<file path="config.mk">
export PLATFORM = sky130hd
export DESIGN_NAME = crs_core_regs
export DESIGN_NICKNAME = d
export VERILOG_FILES = /design/src/crs_pkg.sv /design/src/crs_core_regs.sv
export SDC_FILE = /design/constraint.sdc
export NUM_CORES = 2
export LEC_CHECK = 0
export BUFFER_PORTS_ARGS = -buffer_cell sky130_fd_sc_hd__buf_2
export CORE_ASPECT_RATIO = 1.4
export CORE_MARGIN = 3
export CORE_UTILIZATION = 50
export CTS_CLUSTER_SIZE = 25
export DETAILED_ROUTE_END_ITERATION = 10
export PLACE_DENSITY_LB_ADDON = 0.1
export SLEW_MARGIN = 25
export SYNTH_ARGS = -nofsm -noshare
export SYNTH_HDL_FRONTEND = slang
export SYNTH_SLANG_ARGS = --single-unit
</file>
<file path="constraint.sdc">
create_clock -name clk_i -period 28.1 [get_ports clk_i]
set_clock_uncertainty 0.2 [all_clocks]
set_input_delay 0 -clock clk_i [delete_from_list [all_inputs] [get_ports clk_i]]
set_output_delay 0 -clock clk_i [all_outputs]
set_load 0.01 [all_outputs]
</file>
<file path="src/crs_pkg.sv">
// Constants, states and carrier types for the core register, stack and map block
package crs_pkg;

  // Software register offsets on the plain register port
  localparam logic [7:0] OFF_ACC     = 8'h00;
  localparam logic [7:0] OFF_IDX_X   = 8'h01;
  localparam logic [7:0] OFF_IDX_Y   = 8'h02;
  localparam logic [7:0] OFF_SP      = 8'h03;
  localparam logic [7:0] OFF_PC_LO   = 8'h04;
  localparam logic [7:0] OFF_PC_HI   = 8'h05;
  localparam logic [7:0] OFF_FLAGS   = 8'h06;
  localparam logic [7:0] OFF_CMD     = 8'h07;
  localparam logic [7:0] OFF_MADDR_L = 8'h08;
  localparam logic [7:0] OFF_MADDR_H = 8'h09;
  localparam logic [7:0] OFF_MDATA   = 8'h0A;
  localparam logic [7:0] OFF_REGION  = 8'h0B;
  localparam logic [7:0] OFF_EAX_L   = 8'h0C;
  localparam logic [7:0] OFF_EAX_H   = 8'h0D;
  localparam logic [7:0] OFF_EAY_L   = 8'h0E;
  localparam logic [7:0] OFF_EAY_H   = 8'h0F;
  localparam logic [7:0] OFF_STATUS  = 8'h10;

  // Address map boundaries
  localparam logic [15:0] ROM_BASE  = 16'h2000;
  localparam logic [15:0] ROM_TOP   = 16'h3FFF;
  localparam logic [15:0] SPC_BASE  = 16'h3F00;
  localparam logic [15:0] VEC_BASE  = 16'h3FF4;
  localparam logic [15:0] ZP_TOP    = 16'h00FF;
  localparam logic [15:0] RAM0_TOP  = 16'h007F;
  localparam logic [15:0] RAM1_BASE = 16'h0100;
  localparam logic [15:0] RAM1_TOP  = 16'h027F;
  localparam logic [15:0] RESET_VEC = 16'h3FFE;
  localparam logic [7:0]  SPC_PAGE  = 8'h3F;
  localparam logic [7:0]  STACK_PG  = 8'h01;
  localparam logic [8:0]  RAM1_IDX  = 9'h080;
  localparam int          RAM_DEPTH = 512;

  // Region bits of the decode result
  localparam int RG_ROM = 0;
  localparam int RG_SPC = 1;
  localparam int RG_VEC = 2;
  localparam int RG_ZP  = 3;
  localparam int RG_RAM = 4;

  // Flag bit positions
  localparam int FL_C = 0;
  localparam int FL_Z = 1;
  localparam int FL_I = 2;
  localparam int FL_D = 3;
  localparam int FL_B = 4;
  localparam int FL_T = 5;
  localparam int FL_V = 6;
  localparam int FL_N = 7;
  localparam logic [7:0] FLAGS_RST = 8'h04;

  // Command codes, low nibble of a command write; source in bits 6:4
  localparam logic [3:0] CMD_PUSH_ACC   = 4'h1;
  localparam logic [3:0] CMD_POP_ACC    = 4'h2;
  localparam logic [3:0] CMD_PUSH_FLAGS = 4'h3;
  localparam logic [3:0] CMD_POP_FLAGS  = 4'h4;
  localparam logic [3:0] CMD_CALL       = 4'h5;
  localparam logic [3:0] CMD_CALL_SPC   = 4'h6;
  localparam logic [3:0] CMD_RET_SUB    = 4'h7;
  localparam logic [3:0] CMD_IRQ        = 4'h8;
  localparam logic [3:0] CMD_RET_IRQ    = 4'h9;
  localparam logic [3:0] CMD_COPY_X_SP  = 4'hA;
  localparam int         CMD_SRC_LSB    = 4;
  localparam logic [2:0] SRC_RESET      = 3'h0;
  localparam logic [2:0] SRC_LAST       = 3'h5;
  localparam int         ST_BUSY        = 0;

  // Sequencer states
  typedef enum logic [2:0] {
    ST_IDLE = 3'b000,
    ST_PUSH = 3'b001,
    ST_POP  = 3'b010,
    ST_VEC1 = 3'b011,
    ST_VEC2 = 3'b100,
    ST_VEC3 = 3'b101
  } crs_state_e;

  // Register port request
  typedef struct packed {
    logic [7:0] addr;
    logic [7:0] wdata;
    logic       wr;
    logic       rd;
  } crs_bus_s;

endpackage : crs_pkg

</file>
<file path="src/crs_core_regs.sv">
// Core registers, stack sequencer and address decoder of the 8-bit core
//
// Functional notes
// - ROM decoded at 2000h through 3FFFh
// - Special page 3F00h-3FFFh reachable by short call
// - Vectors fetched from 3FF4h through 3FFFh
// - Zero page is 0000h through 00FFh
// - RAM at 0000h-007Fh and 0100h-027Fh
// - RAM holds data and the stack
// - Eight-bit accumulator as main operand register
// - X-indexed address is operand plus X
// - Index-memory flag makes X the address
// - Y-indexed address is operand plus Y
// - Stack pointer names next free location
// - Stack pointer not reset; copy from X
// - Interrupt pushes upper PC, lower PC, flags
// - Interrupt return pops flags then PC
// - Accumulator saved only by explicit push
// - Flags pushed and popped by own commands
// - Call saves only the program counter
// - PC is lower byte plus 6-bit upper
// - Flag register updated; branch flags readable
// - Stack depth allows 64 nesting levels
// - Interrupt sets disable flag, loads vector, acks
//
// The address map and the address-and-strobe port were chosen for this implementation.
`timescale 1ns/1ps
`default_nettype none

module crs_core_regs
  import crs_pkg::*;
(
  input  wire logic        clk_i,      // 10 MHz system clock
  input  wire logic        rst_i,      // Synchronous reset, active high
  input  wire crs_bus_s    bus_i,      // Register port request
  input  wire logic [7:0]  rom_data_i, // Program memory data, one cycle after read
  output logic      [7:0]  rdata_o,    // Read data, cycle after read strobe
  output logic             busy_o,     // Sequencer working
  output logic      [15:0] rom_addr_o, // Vector fetch address
  output logic             rom_rd_o,   // Vector fetch read strobe
  output logic             irq_ack_o,  // Request-bit clear pulse
  output logic      [2:0]  irq_src_o   // Source whose request is cleared
);

  // Region decode of a 16-bit address
  function automatic logic [4:0] crs_region(input logic [15:0] a);
    logic [4:0] r;
    r         = 5'h00;
    r[RG_ROM] = (a >= ROM_BASE) && (a <= ROM_TOP);
    r[RG_SPC] = (a >= SPC_BASE) && (a <= ROM_TOP);
    r[RG_VEC] = (a >= VEC_BASE) && (a <= ROM_TOP);
    r[RG_ZP]  = (a <= ZP_TOP);
    r[RG_RAM] = (a <= RAM0_TOP) || ((a >= RAM1_BASE) && (a <= RAM1_TOP));
    return r;
  endfunction : crs_region

  // Folds both RAM windows into one 512-entry index
  function automatic logic [8:0] crs_ram_idx(input logic [15:0] a);
    logic [15:0] d;
    d = a - RAM1_BASE;
    if (a <= RAM0_TOP)
      return a[8:0];
    return d[8:0] + RAM1_IDX;
  endfunction : crs_ram_idx

  // Programmer-visible registers
  logic [7:0]  acc_r;        // Accumulator
  logic [7:0]  x_r;          // Index X
  logic [7:0]  y_r;          // Index Y
  logic [7:0]  sp_r;         // Stack pointer, no reset; 256 bytes cover 64 levels
  logic [7:0]  pcl_r;        // program_counter_lower
  logic [5:0]  pch_r;        // program_counter_upper, only 6 bits exist
  logic [7:0]  flags_r;      // processor_flags
  logic [15:0] maddr_r;      // Memory window / operand address
  logic [7:0]  ram_r [RAM_DEPTH]; // Internal RAM, data and stack

  // Sequencer state
  crs_state_e  state_r;      // Current step
  logic [3:0]  op_r;         // Command in progress
  logic [1:0]  cnt_r;        // Bytes left to push or pop
  logic [15:0] tgt_r;        // Call target
  logic [15:0] vec_r;        // Low byte address of the vector
  logic [2:0]  src_r;        // Interrupt source number
  logic [7:0]  rdata_r;      // Registered read data
  logic [15:0] rom_addr_r;   // Vector fetch address
  logic        rom_rd_r;     // Vector fetch strobe
  logic        ack_r;        // Request clear pulse

  // Decode of register port
  wire         wr_w     = bus_i.wr;
  wire         rd_w     = bus_i.rd;
  wire [7:0]   wd_w     = bus_i.wdata;
  wire         idle_w   = (state_r == ST_IDLE);
  wire [3:0]   cop_w    = wd_w[3:0];
  wire [2:0]   csrc_w   = wd_w[CMD_SRC_LSB +: 3];
  wire         cmd_wr_w = wr_w && (bus_i.addr == OFF_CMD) && idle_w;
  // Ordinary writes are ignored while a sequence runs, so it cannot be torn
  wire         reg_wr_w = wr_w && idle_w;

  // Command acceptance; masked sources refused while disable flag is set
  wire irq_ok_w  = (csrc_w <= SRC_LAST) &&
                   ((csrc_w == SRC_RESET) || !flags_r[FL_I]);
  wire go_push_w = cmd_wr_w && ((cop_w == CMD_PUSH_ACC) || (cop_w == CMD_PUSH_FLAGS) ||
                   (cop_w == CMD_CALL) || (cop_w == CMD_CALL_SPC) ||
                   ((cop_w == CMD_IRQ) && irq_ok_w));
  wire go_pop_w  = cmd_wr_w && ((cop_w == CMD_POP_ACC) || (cop_w == CMD_POP_FLAGS) ||
                   (cop_w == CMD_RET_SUB) || (cop_w == CMD_RET_IRQ));
  wire go_txs_w  = cmd_wr_w && (cop_w == CMD_COPY_X_SP);

  // Byte counts per command
  wire [1:0] push_n_w = (cop_w == CMD_IRQ) ? 2'd3 :
                        ((cop_w == CMD_CALL) || (cop_w == CMD_CALL_SPC)) ? 2'd2 : 2'd1;
  wire [1:0] pop_n_w  = (cop_w == CMD_RET_IRQ) ? 2'd3 :
                        (cop_w == CMD_RET_SUB) ? 2'd2 : 2'd1;

  // Call target; special-page form supplies only the low byte
  wire [15:0] tgt_w = (cop_w == CMD_CALL_SPC) ? {SPC_PAGE, maddr_r[7:0]} : maddr_r;

  // Vector low address for a source: top of ROM stepping down by two
  wire [3:0]  src2_w    = {csrc_w, 1'b0};
  wire [15:0] vec_w     = RESET_VEC - {12'h000, src2_w};

  // Push side: byte order upper PC, lower PC, then flags
  wire        push_we_w = (state_r == ST_PUSH);
  logic [7:0] push_byte_w;
  always_comb
  begin
    // Select byte by command and bytes remaining
    push_byte_w = acc_r;
    if (op_r == CMD_PUSH_FLAGS)
      push_byte_w = flags_r;
    else if (op_r == CMD_IRQ)
      push_byte_w = (cnt_r == 2'd3) ? {2'b00, pch_r} :
                    (cnt_r == 2'd2) ? pcl_r : flags_r;
    else if ((op_r == CMD_CALL) || (op_r == CMD_CALL_SPC))
      push_byte_w = (cnt_r == 2'd2) ? {2'b00, pch_r} : pcl_r;
  end

  // Pop side: pre-increment, read the new top of stack
  wire        pop_re_w  = (state_r == ST_POP);
  wire [7:0]  sp_inc_w  = sp_r + 8'h01;
  wire [7:0]  sp_dec_w  = sp_r - 8'h01;
  wire [8:0]  pop_idx_w = crs_ram_idx({STACK_PG, sp_inc_w});
  wire [8:0]  psh_idx_w = crs_ram_idx({STACK_PG, sp_r});
  wire [7:0]  pop_byte_w = ram_r[pop_idx_w];
  // Destination of a popped byte: flags first, then lower, then upper PC
  wire pop_flags_w = pop_re_w && ((op_r == CMD_POP_FLAGS) ||
                     ((op_r == CMD_RET_IRQ) && (cnt_r == 2'd3)));
  wire pop_pcl_w   = pop_re_w && (((op_r == CMD_RET_IRQ) && (cnt_r == 2'd2)) ||
                     ((op_r == CMD_RET_SUB) && (cnt_r == 2'd2)));
  wire pop_pch_w   = pop_re_w && (op_r != CMD_POP_ACC) && (op_r != CMD_POP_FLAGS) &&
                     (cnt_r == 2'd1);
  wire pop_acc_w   = pop_re_w && (op_r == CMD_POP_ACC);

  // RAM write port; stack push wins, window writes only when idle
  wire [4:0]  mreg_w    = crs_region(maddr_r);
  wire        mwin_we_w = reg_wr_w && (bus_i.addr == OFF_MDATA) && mreg_w[RG_RAM];
  wire        ram_we_w  = push_we_w || mwin_we_w;
  wire [8:0]  ram_idx_w = push_we_w ? psh_idx_w : crs_ram_idx(maddr_r);
  wire [7:0]  ram_wd_w  = push_we_w ? push_byte_w : wd_w;

  // Effective addresses
  wire [15:0] x16_w  = {8'h00, x_r};
  wire [15:0] eax_w  = flags_r[FL_T] ? x16_w : (maddr_r + x16_w);
  wire [15:0] eay_w  = maddr_r + {8'h00, y_r};
  wire        last_w = (cnt_r == 2'd1);

  // RAM storage, no reset so contents survive a reset
  always_ff @(posedge clk_i)
  begin
    if (ram_we_w)
      ram_r[ram_idx_w] <= ram_wd_w;
  end

  // Stack pointer: copy from X, post-decrement on push, pre-increment on pop
  always_ff @(posedge clk_i)
  begin
    if (go_txs_w)
      sp_r <= x_r;
    else if (push_we_w)
      sp_r <= sp_dec_w;
    else if (pop_re_w)
      sp_r <= sp_inc_w;
  end

  // Accumulator and index registers
  always_ff @(posedge clk_i)
  begin
    if (rst_i)
    begin
      acc_r <= 8'h00;
      x_r   <= 8'h00;
      y_r   <= 8'h00;
    end
    else
    begin
      // Popped value or software load
      if (pop_acc_w)
        acc_r <= pop_byte_w;
      else if (reg_wr_w && (bus_i.addr == OFF_ACC))
        acc_r <= wd_w;
      if (reg_wr_w && (bus_i.addr == OFF_IDX_X))
        x_r <= wd_w;
      if (reg_wr_w && (bus_i.addr == OFF_IDX_Y))
        y_r <= wd_w;
    end
  end

  // Flag register
  always_ff @(posedge clk_i)
  begin
    if (rst_i)
      flags_r <= FLAGS_RST;
    else if (pop_flags_w)
      flags_r <= pop_byte_w;
    else if (pop_acc_w)
    begin
      // Popping into the accumulator updates sign and zero
      flags_r[FL_N] <= pop_byte_w[7];
      flags_r[FL_Z] <= (pop_byte_w == 8'h00);
    end
    else if (push_we_w && (op_r == CMD_IRQ) && last_w)
      flags_r[FL_I] <= 1'b1;
    else if (reg_wr_w && (bus_i.addr == OFF_FLAGS))
      flags_r <= wd_w;
  end

  // Program counter: split lower and 6-bit upper byte
  always_ff @(posedge clk_i)
  begin
    if (rst_i)
    begin
      pcl_r <= 8'h00;
      pch_r <= 6'h00;
    end
    else if (push_we_w && last_w && ((op_r == CMD_CALL) || (op_r == CMD_CALL_SPC)))
    begin
      pcl_r <= tgt_r[7:0];
      pch_r <= tgt_r[13:8];
    end
    else if (state_r == ST_VEC2)
      pcl_r <= rom_data_i;
    else if (state_r == ST_VEC3)
      pch_r <= rom_data_i[5:0];
    else if (pop_pcl_w)
      pcl_r <= pop_byte_w;
    else if (pop_pch_w)
      pch_r <= pop_byte_w[5:0];
    else if (reg_wr_w && (bus_i.addr == OFF_PC_LO))
      pcl_r <= wd_w;
    else if (reg_wr_w && (bus_i.addr == OFF_PC_HI))
      pch_r <= wd_w[5:0];
  end

  // Memory window address
  always_ff @(posedge clk_i)
  begin
    if (rst_i)
      maddr_r <= 16'h0000;
    else if (reg_wr_w && (bus_i.addr == OFF_MADDR_L))
      maddr_r[7:0] <= wd_w;
    else if (reg_wr_w && (bus_i.addr == OFF_MADDR_H))
      maddr_r[15:8] <= wd_w;
  end

  // Sequencer; reset starts with the reset vector fetch
  always_ff @(posedge clk_i)
  begin
    if (rst_i)
    begin
      state_r    <= ST_VEC1;
      op_r       <= 4'h0;
      cnt_r      <= 2'd0;
      tgt_r      <= 16'h0000;
      src_r      <= SRC_RESET;
      vec_r      <= RESET_VEC;
      rom_addr_r <= RESET_VEC;
      rom_rd_r   <= 1'b1;
      ack_r      <= 1'b0;
    end
    else
    begin
      ack_r <= 1'b0;
      case (state_r)
        ST_IDLE:
        begin
          // Latch command, byte count and targets
          op_r  <= cop_w;
          src_r <= csrc_w;
          vec_r <= vec_w;
          tgt_r <= tgt_w;
          if (go_push_w)
          begin
            cnt_r   <= push_n_w;
            state_r <= ST_PUSH;
          end
          else if (go_pop_w)
          begin
            cnt_r   <= pop_n_w;
            state_r <= ST_POP;
          end
        end
        ST_PUSH:
        begin
          // One byte per cycle; interrupt then fetches its vector
          cnt_r <= cnt_r - 2'd1;
          if (last_w)
          begin
            if (op_r == CMD_IRQ)
            begin
              state_r    <= ST_VEC1;
              rom_addr_r <= vec_r;
              rom_rd_r   <= 1'b1;
              ack_r      <= 1'b1;
            end
            else
              state_r <= ST_IDLE;
          end
        end
        ST_POP:
        begin
          // One byte per cycle
          cnt_r <= cnt_r - 2'd1;
          if (last_w)
            state_r <= ST_IDLE;
        end
        ST_VEC1:
        begin
          // Second byte of the vector
          rom_addr_r <= vec_r + 16'h0001;
          state_r    <= ST_VEC2;
        end
        ST_VEC2:
        begin
          rom_rd_r <= 1'b0;
          state_r  <= ST_VEC3;
        end
        ST_VEC3:
          state_r <= ST_IDLE;
        default:
          state_r <= ST_IDLE;
      endcase
    end
  end

  // Read mux
  logic [7:0] rmux_w;
  always_comb
  begin
    // Unmapped offsets read as zero
    case (bus_i.addr)
      OFF_ACC:     rmux_w = acc_r;
      OFF_IDX_X:   rmux_w = x_r;
      OFF_IDX_Y:   rmux_w = y_r;
      OFF_SP:      rmux_w = sp_r;
      OFF_PC_LO:   rmux_w = pcl_r;
      OFF_PC_HI:   rmux_w = {2'b00, pch_r};
      OFF_FLAGS:   rmux_w = flags_r;
      OFF_MADDR_L: rmux_w = maddr_r[7:0];
      OFF_MADDR_H: rmux_w = maddr_r[15:8];
      OFF_MDATA:   rmux_w = mreg_w[RG_RAM] ? ram_r[crs_ram_idx(maddr_r)] : 8'h00;
      OFF_REGION:  rmux_w = {3'b000, mreg_w};
      OFF_EAX_L:   rmux_w = eax_w[7:0];
      OFF_EAX_H:   rmux_w = eax_w[15:8];
      OFF_EAY_L:   rmux_w = eay_w[7:0];
      OFF_EAY_H:   rmux_w = eay_w[15:8];
      OFF_STATUS:  rmux_w = {7'h00, !idle_w};
      default:     rmux_w = 8'h00;
    endcase
  end

  // Read data stands one cycle only
  always_ff @(posedge clk_i)
  begin
    if (rst_i)
      rdata_r <= 8'h00;
    else
      rdata_r <= rd_w ? rmux_w : 8'h00;
  end

  // Outputs straight from flops, except busy decoded from the state
  assign rdata_o    = rdata_r;
  assign busy_o     = (state_r != ST_IDLE);
  assign rom_addr_o = rom_addr_r;
  assign rom_rd_o   = rom_rd_r;
  assign irq_ack_o  = ack_r;
  assign irq_src_o  = src_r;

  // Interrupt entry and return steps
  wire irq_go_w = go_push_w && (cop_w == CMD_IRQ);
  wire rti_go_w = go_pop_w && (cop_w == CMD_RET_IRQ);
  wire jsr_go_w = go_push_w && (cop_w == CMD_CALL);
endmodule : crs_core_regs

`default_nettype wire

</file>
==> results_dict.tcl <==
set metrics [dict create \
    drt-vias-per-instance 6.892 \
    path_buf_inv 6 \
    slowest_delay_ns 0.92 \
    grt_usage_pct 30.60 \
    yosys-top-cells-area "edfxtp_1, mux4_2, mux2i_1" \
    dr.pass1.iters 7 \
    power_mw 15.69 \
    maxSlewHeadroom_pct 20.65 \
    drc 0 \
    postSynthAreaPerCell_um2 19.25 \
    grt_pass1_vias 103000 \
    combPwrFrac_pct 19.8 \
    ys_warn_count 0 \
    synth_top_cell_area_share_pct 67.22 \
    busiest_layer "met2" \
    rows 262 \
    die_x_um 517.8 \
    min_period_ns 8.007 \
    p_sw_mw 4.378 \
    cts-root-buf "clkbuf_16" \
    crit_path_top_delay_cell "ha_4" \
    synth.most_common_cell "edfxtp_1" \
    cp_common_cell "buf_4" \
    path_clk_slew_ns 0.07 \
    crit_path_cell_trace "buf_4 -> clkinv_1 -> ha_4 -> buf_12 -> buf_4 -> mux4_2 -> mux4_2 -> o22ai_1 -> nor3_1 -> buf_4 -> a211oi_2 -> a21o_1 -> a211oi_1 -> dlygate4sd3_1" \
    worstPathArrival_ns 8.62 \
    tightest_slew_ns 1.190 \
    grt_util_met2_pct 49.57 \
    slew_viol_final 0 \
    met1_usage_pct 39.37 \
    grt_max_degree 225 \
    ys_ff_latch 4209 \
    powerDensity_nw_per_um2 77.27 \
    gr-total-overflow 0 \
    worst_ep_required_time_ns 28.71 \
    ff_latch_area_um2 125400 \
    area_growth_pct 10.72 \
    power_frac_seq_pct 45.4 \
    synth_edf_count 4104 \
    setup_violations 0 \
    routedWlPerCell_um 38.96 \
    hold_path_class "input port to register" \
    drt_iter0_drc 13200 \
    drive_gt1_share_pct 27.90 \
    startpoint_type "register" \
    numPortBuffers 45 \
    multi_input_area_um2 54980 \
    insertion_delay_ns 0.95 \
    grt_use_met3_pct 6.307 \
    gp_congestion 0.9148 \
    end_kind "register" \
    ir_drop_v 0.0001021 \
    crit_type "register to register" \
    critPathTopFamily "buffers and inverters" \
    fin_tns_setup_ns 0 \
    seq_area_frac_synth_pct 68.37 \
    ys_types 84 \
    syn_area_um2 183300 \
    io_pins 58 \
    finalNetCount 9620 \
    cts_made_buffers 404 \
    dp_hpwl_um 345200 \
    async_reset_ff_share_pct 0 \
    cts_tree "built" \
    switching_share_pct 27.91 \
    synth_ff_type "edfxtp_1" \
    antenna_found_initial 32 \
    postRouteAntennaNets 0 \
    synth_area_leader_cell "edfxtp_1" \
    power_frac_clock_pct 34.8 \
    p_int_mw 11.31 \
    netlist_instances 9522 \
    rsz0062_at_grt "false" \
    die_y_um 722.5 \
    cts.sinks 4209 \
    grt_pass1_wl_um 809600 \
    maxCapViolations 0 \
    fmax_ghz 0.1249 \
    critPathMaxFanout 113 \
    synth_commonest_cells "edfxtp_1, mux4_2, nor2_1" \
    dieArea_um2 374100 \
    leakage_nw 59.98 \
    vias 102000 \
    wl_um 576600 \
    initial_utilization_pct 50.29 \
    htreeDepth 5 \
    status "finished, final reports clean" \
    fill_cells 27650 \
    fp.coreArea_um2 364500 \
    post_cts_resized 0 \
    finalHoldViolations 0 \
    cts_buffer_depth 4 \
    period_share_pct 28.49 \
]
worst reg2reg max path: stages, from the launching register on:
cell and delay, ns:
edfxtp_1 0.41, buf_4 0.64, clkinv_1 0.73, ha_4 0.92, buf_12 0.63, buf_4 0.96, mux4_2 0.53, mux4_2 0.52
o22ai_1 0.40, nor3_1 0.25, buf_4 0.24, a211oi_2 0.61, a21o_1 0.20, a211oi_1 0.06, dlygate4sd3_1 0.60
flip-flops by register name, summed over array words and instances, names as in the netlist:
signal and flops:
tgt_r 14, maddr_r 16, vec_r 3, state_r 3, y_r 8, cnt_r 2
rom_rd_o 1, irq_src_o 3, x_r 8, pcl_r 8, acc_r 8, irq_ack_o 1
sp_r 8, rdata_o 8, op_r 4, ram_r 4096, pch_r 6, rom_addr_o 4
flags_r 8
path summary, 6_finish.rpt:
path,from,to,slack [ns],cells past startpoint
worst max-delay path,sp_r[0],pcl_r[4],20.09,14
worst min-delay path,bus_i[4],acc_r[2],0.07,6
worst max register to register,sp_r[0],pcl_r[4],20.09,14
worst min register to register,irq_src_o[2],irq_src_o[2],0.25,2
layout by cell type, fill, tap and decap left out, types with 47 or more instances in the layout:
| master | synthesis | final |
|---|---|---|
| a22oi_1 | 59 | 59 |
| buf_4 | 148 | 220 |
| o21ai_0 | 172 | 156 |
| dfxtp_1 | 105 | 98 |
| clkinv_1 | 2 | 81 |
| buf_2 | 198 | 47 |
| nand2_1 | 296 | 278 |
| nor2b_1 | 65 | 64 |
| mux2_2 | 126 | 126 |
| a221oi_1 | 154 | 154 |
| clkbuf_16 | 0 | 414 |
| clkinv_2 | 0 | 65 |
| nor2_1 | 714 | 572 |
| mux4_2 | 1516 | 1516 |
| mux2i_1 | 508 | 505 |
| clkbuf_1 | 315 | 77 |
| o221ai_1 | 78 | 78 |
| nand3_1 | 80 | 80 |
| o22ai_1 | 71 | 70 |
| edfxtp_1 | 4104 | 4104 |
| o211ai_1 | 58 | 58 |
| a21oi_1 | 174 | 170 |
| nor2_2 | 0 | 139 |
| a211oi_1 | 100 | 99 |
| dlygate4sd3_1 | 0 | 65 |
layout make-up:
cell class / count / share of cell area [%]
multi-input combinational: 4557 / 27.09
antenna: 22 / 0.02712
inverter: 21 / 0.04192
clock inverter: 233 / 1.122
sequential: 4209 / 61.76
timing repair buffer: 376 / 1.668
clock buffer: 496 / 5.280
tap: 4884 / 3.011
metal layers:
layer	wire length, um	part of all wire (%)
met2	280900	49
met5	87	0.015
met4	35230	6.1
met3	51980	9.0
met1	208300	36
through the flow:
stage | hold WS, ns | setup slack, ns | util (%) | std cells | instance area [um^2]
2_1_floorplan | 0.03613 | 2.151 | - | 9532 | 183400
3_3_place_gp | 0.1004 | 20.46 | 51.74 | 13970 | 188600
3_5_place_dp | 0.1112 | 20.47 | 51.84 | 13980 | 189000
4_1_cts | 0.004805 | 20.15 | 55.59 | 14770 | 202600
5_1_grt | 0.06701 | 19.92 | 55.67 | 14780 | 202900
6_report | 0.06805 | 20.09 | 55.68 | 14800 | 203000
power by group through the flow:
stage	clock [mW]	sequential, mW	combinational (mW)
after floorplan	0	7.64	1.83
after global placement	0	7.26	3.01
after detailed placement	0	7.26	3.04
after CTS	5.53	7.12	3.06
after global routing	5.76	7.12	3.18
final	5.46	7.12	3.10
logic make-up (layout without fill, tap and decap cells):
group / Yosys count / count (layout) / synth area share (%)
DFF: 4209 / 4209 / 68.37
muxes: 2150 / 2150 / 22.17
and+or+nand+nor: 1303 / 1303 / 3.020
AOI/OAI and AO/OA: 1032 / 1032 / 3.946
buffers and inverters: 766 / 1126 / 2.134
xor gates and xnor gates: 36 / 36 / 0.1822
adders and majority gates: 24 / 24 / 0.1706
other: 2 / 34 / 0.004097
what timing repair did:
item                      in CTS  in global routing
hold buffers                  65                  0
buffers inserted               0                  0
hold endpoints to repair     524                  0
No activity file was read; power rests on OpenSTA's default activity.
